==> src/hdl/rmt_pkg.sv <==
// Constants, register map and carriers for the receiver manual tuning control.
// Assumes a 32-bit classic Wishbone slave with byte addresses.
package rmt_pkg;

	// Register byte offsets
	localparam logic [7:0] ADDR_TUNING = 8'h00;
	localparam logic [7:0] ADDR_CONFIG = 8'h04;
	localparam logic [7:0] ADDR_STATUS = 8'h08;

	// Tuning register fields
	localparam int TUN_CORNER_LSB = 0;
	localparam int TUN_MANUAL_BIT = 2;
	localparam int TUN_WIDEBW_BIT = 3;
	localparam int TUN_PARITY_BIT = 4;
	localparam int TUN_DELAY_BIT  = 5;
	localparam int TUN_FAST_BIT   = 6;
	localparam logic [7:0] TUN_RESET     = 8'h00;
	localparam logic [7:0] TUN_WRITE_MSK = 8'h7f;

	// Configuration register fields
	localparam int CFG_SEL_LSB   = 0;
	localparam int CFG_DRV_LSB   = 4;
	localparam int CFG_PHASE_LSB = 8;
	localparam int CFG_WAIT_LSB  = 16;

	// Status register fields
	localparam int STA_CORNER_LSB = 0;
	localparam int STA_DELAY_BIT  = 2;
	localparam int STA_PERR_BIT   = 3;

	// Selector code that routes the delayed secure output
	localparam logic [3:0] SEL_DELAYED = 4'hc;

	// Delay arithmetic, in delay-line steps
	localparam int DELAY_W        = 9;
	localparam int EXTRA_WAIT_STEP = 128;

	typedef enum logic [1:0]
	{
		RMT_CORNER_106 = 2'h0,
		RMT_CORNER_212 = 2'h1,
		RMT_CORNER_424 = 2'h2,
		RMT_CORNER_848 = 2'h3
	} rmt_corner_e;

	// Byte to transmit, and serial word with optional parity
	typedef struct packed
	{
		logic       valid;
		logic [7:0] data;
	} rmt_tx_byte_s;

	typedef struct packed
	{
		logic       valid;
		logic [8:0] bits;
		logic [3:0] count;
	} rmt_tx_word_s;

	// Received word: parity position in bit 8
	typedef struct packed
	{
		logic       valid;
		logic [8:0] bits;
	} rmt_rx_word_s;

	typedef struct packed
	{
		logic       valid;
		logic [8:0] data;
		logic [3:0] count;
		logic       parityErr;
	} rmt_rx_byte_s;

endpackage

==> src/hdl/rmt_tuning.sv <==
// Receiver manual tuning control: register file on classic Wishbone, parity gating,
// programmable secure-out delay and filter corner selection.
// Assumes framing logic around it on sys_clk; secure input pin is asynchronous.
// Notes on behaviour
// [RULE_01] With parity off no parity bit is added on transmit and none is checked on receive.
// [RULE_02] With parity off the received parity-position bit is passed on as a ninth data bit.
// [RULE_03] With delay enabled and selector 1100b the secure output is delayed by bit phase and wait.
// [RULE_04] With delay disabled the secure output gets no programmable delay.
// [RULE_05] Firmware should enable the delay only with selector 1110b or 1111b; the code delays only with selector 1100b.
// [RULE_06] In card emulation the secure IC answers 128 carrier periods early when delay is on.
// [RULE_07] With manual corner off the corner field is ignored and the corner follows receive mode.
// [RULE_08] With manual corner on, field 00/01/10/11 picks 106/212/424/848 kHz.
// [RULE_09] Firmware should set fast filtering only for pauses shorter than 400 ns.
// [RULE_10] Extra wait and seven-bit bit phase together set the extra response delay.
// [RULE_11] The top tuning bit reads zero and ignores writes.
`timescale 1ns/1ps
`default_nettype none

module rmt_tuning #(
	parameter int DEPTH = 512
) (
	// Clock and reset
	input  wire logic                 sys_clk,
	input  wire logic                 rst,
	// Wishbone slave
	input  wire logic                 wb_cyc_i,
	input  wire logic                 wb_stb_i,
	input  wire logic                 wb_we_i,
	input  wire logic [7:0]           wb_adr_i,
	input  wire logic [3:0]           wb_sel_i,
	input  wire logic [31:0]          wb_dat_i,
	output var  logic [31:0]          wb_dat_o,
	output var  logic                 wb_ack_o,
	// Framing side
	input  wire rmt_pkg::rmt_tx_byte_s txByte,
	output var  rmt_pkg::rmt_tx_word_s txWord,
	input  wire rmt_pkg::rmt_rx_word_s rxWord,
	output var  rmt_pkg::rmt_rx_byte_s rxByte,
	input  wire logic [1:0]           rxSpeed,
	// Analog controls
	output var  logic [1:0]           highpassCorner,
	output var  logic                 fastMillerFilter,
	output var  logic                 wideClockRecoveryBw,
	// Secure IC lines
	input  wire logic                 secureOutSource,
	output var  logic                 secure_out_pin,
	input  wire logic                 secure_in_pin,
	output var  logic                 secureInSync
);

	logic [7:0]                    tuning_q;
	logic [3:0]                    signal_out_selector_q;
	logic [1:0]                    driver_selector_q;
	logic [6:0]                    transmit_bit_phase_q;
	logic [1:0]                    transmit_extra_wait_q;
	logic                          parityErrSeen_q;
	logic                          wrStrobe;
	logic                          delayActive;
	logic [rmt_pkg::DELAY_W-1:0]   delayAmount;
	logic [DEPTH-2:0]              delayLine_q;
	logic [DEPTH-1:0]              delayTap;
	logic [1:0]                    inSync_q;
	logic                          rxParityBad;

	function automatic logic oddParity(input logic [7:0] d);
		oddParity = ~(^d);
	endfunction

	// Write lands at the ack edge, where the master completes the cycle
	assign wrStrobe = wb_cyc_i & wb_stb_i & wb_we_i & wb_ack_o;

	// Wishbone answer one cycle after the request, then drops
	always_ff @(posedge sys_clk)
	begin
		if (rst)
			wb_ack_o <= 1'b0;
		else
			wb_ack_o <= wb_cyc_i & wb_stb_i & ~wb_ack_o;
	end

	always_ff @(posedge sys_clk)
	begin
		if (rst)
			wb_dat_o <= 32'h0000_0000;
		else if (wb_cyc_i & wb_stb_i & ~wb_ack_o)
		begin
			unique case (wb_adr_i)
				rmt_pkg::ADDR_TUNING: wb_dat_o <= {24'h00_0000, tuning_q};
				rmt_pkg::ADDR_CONFIG: wb_dat_o <= {14'h0000, transmit_extra_wait_q, 1'b0,
					transmit_bit_phase_q, 2'h0, driver_selector_q, signal_out_selector_q};
				rmt_pkg::ADDR_STATUS: wb_dat_o <= {28'h000_0000, parityErrSeen_q, delayActive,
					highpassCorner};
				default: wb_dat_o <= 32'h0000_0000;
			endcase
		end
	end

	always_ff @(posedge sys_clk)
	begin
		if (rst)
			tuning_q <= rmt_pkg::TUN_RESET;
		else if (wrStrobe && wb_adr_i == rmt_pkg::ADDR_TUNING && wb_sel_i[0])
			tuning_q <= wb_dat_i[7:0] & rmt_pkg::TUN_WRITE_MSK; // [RULE_11]
	end

	always_ff @(posedge sys_clk)
	begin
		if (rst)
		begin
			signal_out_selector_q <= 4'h0;
			driver_selector_q     <= 2'h0;
			transmit_bit_phase_q  <= 7'h00;
			transmit_extra_wait_q <= 2'h0;
		end
		else if (wrStrobe && wb_adr_i == rmt_pkg::ADDR_CONFIG)
		begin
			if (wb_sel_i[0])
			begin
				signal_out_selector_q <= wb_dat_i[rmt_pkg::CFG_SEL_LSB +: 4];
				driver_selector_q     <= wb_dat_i[rmt_pkg::CFG_DRV_LSB +: 2];
			end
			if (wb_sel_i[1])
				transmit_bit_phase_q <= wb_dat_i[rmt_pkg::CFG_PHASE_LSB +: 7];
			if (wb_sel_i[2])
				transmit_extra_wait_q <= wb_dat_i[rmt_pkg::CFG_WAIT_LSB +: 2];
		end
	end

	// Sticky parity error; a new error beats a write-one clear
	always_ff @(posedge sys_clk)
	begin
		if (rst)
			parityErrSeen_q <= 1'b0;
		else if (rxParityBad)
			parityErrSeen_q <= 1'b1;
		else if (wrStrobe && wb_adr_i == rmt_pkg::ADDR_STATUS && wb_sel_i[0]
			&& wb_dat_i[rmt_pkg::STA_PERR_BIT])
			parityErrSeen_q <= 1'b0;
	end

	// Transmit parity insertion
	always_ff @(posedge sys_clk)
	begin
		if (rst)
			txWord <= '0;
		else
		begin
			txWord.valid <= txByte.valid;
			if (tuning_q[rmt_pkg::TUN_PARITY_BIT])
			begin
				txWord.bits  <= {1'b0, txByte.data}; // [RULE_01]
				txWord.count <= 4'h8;
			end
			else
			begin
				txWord.bits  <= {oddParity(txByte.data), txByte.data};
				txWord.count <= 4'h9;
			end
		end
	end

	// Receive parity check
	assign rxParityBad = rxWord.valid & ~tuning_q[rmt_pkg::TUN_PARITY_BIT]
		& (rxWord.bits[8] != oddParity(rxWord.bits[7:0])); // [RULE_01]

	always_ff @(posedge sys_clk)
	begin
		if (rst)
			rxByte <= '0;
		else
		begin
			rxByte.valid     <= rxWord.valid;
			rxByte.parityErr <= rxParityBad;
			if (tuning_q[rmt_pkg::TUN_PARITY_BIT])
			begin
				rxByte.data  <= rxWord.bits; // [RULE_02]
				rxByte.count <= 4'h9;
			end
			else
			begin
				rxByte.data  <= {1'b0, rxWord.bits[7:0]};
				rxByte.count <= 4'h8;
			end
		end
	end

	// Delay only on the dedicated selector code
	assign delayActive = tuning_q[rmt_pkg::TUN_DELAY_BIT]
		&& signal_out_selector_q == rmt_pkg::SEL_DELAYED; // [RULE_03]
	// Extra wait counts in whole bit-phase spans
	assign delayAmount = rmt_pkg::DELAY_W'(transmit_extra_wait_q * rmt_pkg::EXTRA_WAIT_STEP)
		+ rmt_pkg::DELAY_W'(transmit_bit_phase_q); // [RULE_10]

	// Shift register trades area for a glitch-free delay of up to DEPTH-1 steps
	always_ff @(posedge sys_clk)
	begin
		if (rst)
			delayLine_q <= '0;
		else
			delayLine_q <= {delayLine_q[DEPTH-3:0], secureOutSource};
	end

	// Tap 0 is the live source, so the added delay equals the programmed amount
	assign delayTap = {delayLine_q, secureOutSource};

	always_ff @(posedge sys_clk)
	begin
		if (rst)
			secure_out_pin <= 1'b0;
		else if (delayActive)
			secure_out_pin <= delayTap[delayAmount]; // [RULE_03]
		else
			secure_out_pin <= secureOutSource; // [RULE_04]
	end

	always_ff @(posedge sys_clk)
	begin
		if (rst)
			inSync_q <= 2'h0;
		else
			inSync_q <= {inSync_q[0], secure_in_pin};
	end

	always_ff @(posedge sys_clk)
	begin
		if (rst)
			secureInSync <= 1'b0;
		else
			secureInSync <= inSync_q[1];
	end

	// Filter controls
	always_ff @(posedge sys_clk)
	begin
		if (rst)
		begin
			highpassCorner      <= rmt_pkg::RMT_CORNER_106;
			fastMillerFilter    <= 1'b0;
			wideClockRecoveryBw <= 1'b0;
		end
		else
		begin
			if (tuning_q[rmt_pkg::TUN_MANUAL_BIT])
				highpassCorner <= tuning_q[rmt_pkg::TUN_CORNER_LSB +: 2]; // [RULE_08]
			else
				highpassCorner <= rxSpeed; // [RULE_07]
			fastMillerFilter    <= tuning_q[rmt_pkg::TUN_FAST_BIT];
			wideClockRecoveryBw <= tuning_q[rmt_pkg::TUN_WIDEBW_BIT];
		end
	end

endmodule

`default_nettype wire

==> config.mk <==
export PLATFORM = sky130hd
export DESIGN_NAME = rmt_tuning
export DESIGN_NICKNAME = d
export VERILOG_FILES = /design/src/hdl/rmt_pkg.sv /design/src/hdl/rmt_tuning.sv
export SDC_FILE = /design/constraint.sdc
export NUM_CORES = 1
export LEC_CHECK = 0
export BUFFER_PORTS_ARGS = -buffer_cell sky130_fd_sc_hd__buf_2
export CORE_ASPECT_RATIO = 0.5
export CORE_UTILIZATION = 45
export CTS_BUF_LIST = sky130_fd_sc_hd__clkbuf_16
export DETAILED_ROUTE_END_ITERATION = 6
export GPL_TIMING_DRIVEN = 0
export SYNTH_ARGS = -nofsm -noshare
export SYNTH_HDL_FRONTEND = slang
export SYNTH_SLANG_ARGS = --single-unit
==> constraint.sdc <==
create_clock -name sys_clk -period 4.6 [get_ports sys_clk]
set_input_delay 0.46 -clock sys_clk [delete_from_list [all_inputs] [get_ports sys_clk]]
set_output_delay 0.46 -clock sys_clk [all_outputs]
set_load 0.005 [all_outputs]
==> metrics.md <==
| Metric | Value |
|---|---|
| Status | finished, violations left |
| Failing checks | DRC |
| Fin. Hold Viols | 0 |
| Most common cell on crit path | buf_2 |
| Die area | 47580 um^2 |
| Setup Total Neg Slack | 0 ns |
| Most frequent cells in the layout | 583 x dfxtp_1, 542 x nor2b_1, 110 x buf_2 |
| Sequential share of the synthesized area | 0.5559 |
| Final Routed Wirelength | 53.81 mm |
| Final setup viols | 0 |
| Initial antenna violation count | 2 |
| Mapped Cells | 1781 |
| Hold path depth | 2 |
| Non-filler cells in the finished layout | ~2600 |
| Placed insts | 2525 |
| Area Growth Syn to Fin | 14.11% |
| FF-to-FF Start | transmit_bit_phase_q[2] |
| Relative slew slack | 0.2499 |
| Period Utilization, post-route | 0.7581 |
| Drt first pass iters | 7 |
| # clock sinks | ~600 |
| Type of origin of the critical path | flop |
| Synth Register Bits | 583 |
| Setup Crit Path Kind | reg -> reg |
| Hold buffers post-CTS | 0 |
| Post-DRT Antenna Nets | 0 |
| Layout cell share with drive strength beyond 1 | 0.1782 |
| Routed len/inst | between 20 and 25 um |
| Worst EP arrival | about 4.0 ns |
| R2R depth | 11 |
| Clock skew | between 0.009 and 0.01 ns |
| Worst Hold Path EP | txWord[13] |
| GPL Wtd Cong | slightly below 0.9 |
| Leak | 8.999 nW |
| CP Capture Type | flop |
| CTS tree | yes |
| Number of synthesized flops with an enable pin | 0 |
| Vias | roughly 13000 |
| Largest area contributor in the netlist | dfxtp_1 |
| Largest net degree at the start of global routing | 16 |
| CP peak stage delay | around 0.47 ns |
| H-Tree Depth | 2 |
| First-pass GRT wire length | ~81 mm |
| Setup slack, reg-to-reg | 1.11 ns |
| Total Nets Final | roughly 2000 |
| Cells along the critical path | buf_4 > buf_2 > buf_2 > buf_2 > buf_2 > nand2_1 > nand3_1 > a21oi_1 > nor4b_2 > a211oi_2 > a211oi_2 |
| Max-cap viol count | 0 |
| Worst-case clock buffer depth | 3 |
| Max Clk Rate | 0.2867 GHz |
| Root buf cell | clkbuf_16 |
| Drt drc | 2 |
| TritonCTS Buffers | just over 50 |
| Cell area after synthesis | roughly 21000 um^2 |
| Clk slew on worst S/H paths | 0.07 ns |
| Iteration-0 DRC Markers | around 1000 |
| Core Util, Final | 0.5251 |
| Post-cts resize count | 0 |
| Area contributors post-synth | dfxtp_1 56%, nor2b_1 16%, mux4_2 11% |
| Global route overflow | 0 |
| Multi-input combinational cell area | between 8000 and 9000 um^2 |
| Register area | between 10000 and 15000 um^2 |
| Max IR drop VDD | between 0.2 and 0.3 mV |
| Fin crit period | around 3.5 ns |
| Number of global-route vias before repair | between 10000 and 15000 |
| Initial cell density of the core | 0.4602 |
| Worst Hold Class | in -> reg |
| Row count | 55 |
| Vias per cell | between 5 and 6 |
| RSZ-0062 raised after global routing | false |
| Die X | slightly above 300 um |
| GR Util All Layers | 0.2275 |
| Power Density | a little under 400 nW/um^2 |
| RR Endpoint | secure_out_pin |
| PortBufs | 98 |
| Hold Path Origin | txByte[8] |
| Post-synth ARST share | 0 |
| Worst Tran Pin Value | 1.125 ns |
| Netlist cell types | 65 |
| Clock latency on the worst-skew pair | 0.57 ns |
| Die height | roughly 150 um |
| Ys flop type | dfxtp_1 |
| Post-synth top area share | 0.5559 |
| Slew Viols, Final | 0 |
| Commonest non-fill, non-tap cell in the layout | dfxtp_1 |
| Max FO, Critical Path | 10 |
| Postcts setup bufs | 0 |
| Avg Synthesized Cell Area | between 10 and 15 um^2 |
| Synth warnings | 0 |
| Core Area | approximately 46000 um^2 |
| CP max-delay cell | buf_2 |
| WP data required | ~5.1 ns |
| Dpl hpwl | approximately 37 mm |
| Fillers | 4054 |
| I/O pins | between 100 and 150 |
==> Yosys cell counts (all sizes together) (3+ instances only) <==
master and number:
a211oi 5, a21oi 28, a221oi 4, a22oi 19, a31oi 5, and2 4, and3 6, buf 65
clkbuf 78, dfxtp 583, inv 8, mux2 11, mux2i 61, mux4 107, nand2 56, nand2b 8
nand3 27, nand4 8, nor2 51, nor2b 542, nor3 7, nor4 5, o211ai 3, o21ai 13
o221ai 14, o22ai 12, xnor2 13
==> cells by family (layout without fill, tap and decap cells) <==
kind of cell / Yosys count / after routing / synth area share
AO/OA/AOI/OAI: 124 / 124 / 0.04207
XOR/XNOR: 15 / 15 / 0.006257
buffers and inverters: 152 / 344 / 0.04213
flip-flops: 583 / 583 / 0.5559
multiplexers: 179 / 179 / 0.1501
other: 1 / 21 / 0.0001786
AND/OR/NAND/NOR: 727 / 727 / 0.2034
==> worst max-delay path: cells and delay by family (launching register included) <==
family / cells / cell delay, ns
AND/OR/NAND/NOR: 3 / 0.65
AO/OA/AOI/OAI: 3 / 0.48
buffers and inverters: 5 / 1.89
flip-flops: 1 / 0.34
==> how the worst max path moves through the flow <==
| stage | cells past startpoint | end | from | slack [ns] |
|---|---|---|---|---|
| global route | 11 | secure_out_pin | transmit_bit_phase_q[2] | 1.03 |
| floorplan | 9 | secure_out_pin | transmit_bit_phase_q[0] | 2.38 |
| detailed placement | 11 | secure_out_pin | transmit_bit_phase_q[2] | 1.17 |
| finish | 11 | secure_out_pin | transmit_bit_phase_q[2] | 1.11 |
| CTS | 11 | secure_out_pin | transmit_bit_phase_q[2] | 1.15 |
| global placement | 11 | secure_out_pin | transmit_bit_phase_q[2] | 1.19 |
==> layout make-up <==
| class | instances | area share |
|---|---|---|
| Inverter | 9 | 0.001410 |
| Tap cell | 627 | 0.03274 |
| Multi-Input combinational cell | 1065 | 0.3553 |
| Clock inverter | 41 | 0.01196 |
| Antenna cell | 1 | 0.0001044 |
| Buffer | 143 | 0.03551 |
| Clock buffer | 53 | 0.05536 |
| Sequential cell | 583 | 0.4872 |
| Timing Repair Buffer | 98 | 0.02047 |
==> report_power, final <==
part	total [mW]	internal, mW	switching, mW
clock	4.20	2.31	1.89
sequential	5.07	5.06	0.00612
combinational	0.225	0.0779	0.147
total	9.49	7.45	2.04
==> sequential cells by signal, summed over array words and instances, names as in the netlist, 2 cells and up <==
register	flops
tuning_q	7
delayLine_q	511
txWord	11
highpassCorner	2
signal_out_selector_q	4
inSync_q	2
rxByte	13
transmit_extra_wait_q	2
wb_dat_o	16
driver_selector_q	2
transmit_bit_phase_q	7
==> layer usage <==
metal	share of wire	track usage	wire, um	vias up
li1	-	-	-	6347
met1	0.50	0.3465	27170	6525
met2	0.41	0.3290	22110	389
met3	0.072	0.05289	3850	58
met4	0.013	0.03933	674	0
met5	0	0	0	-
==> stage by stage <==
step                worst slack (ns)  power [mW]  cell area, um^2  hold WS (ns)
finish                         1.113       9.491            23960        0.1119
global route                   1.033       9.801            23960       0.09790
CTS                            1.152       9.577            23960       0.08751
detailed placement             1.166       5.410            22340        0.4310
global placement               1.192       5.410            22340        0.4180
floorplan                      2.380       5.319            21070        0.4138
Note: power is estimated with default switching activity, not from simulation.
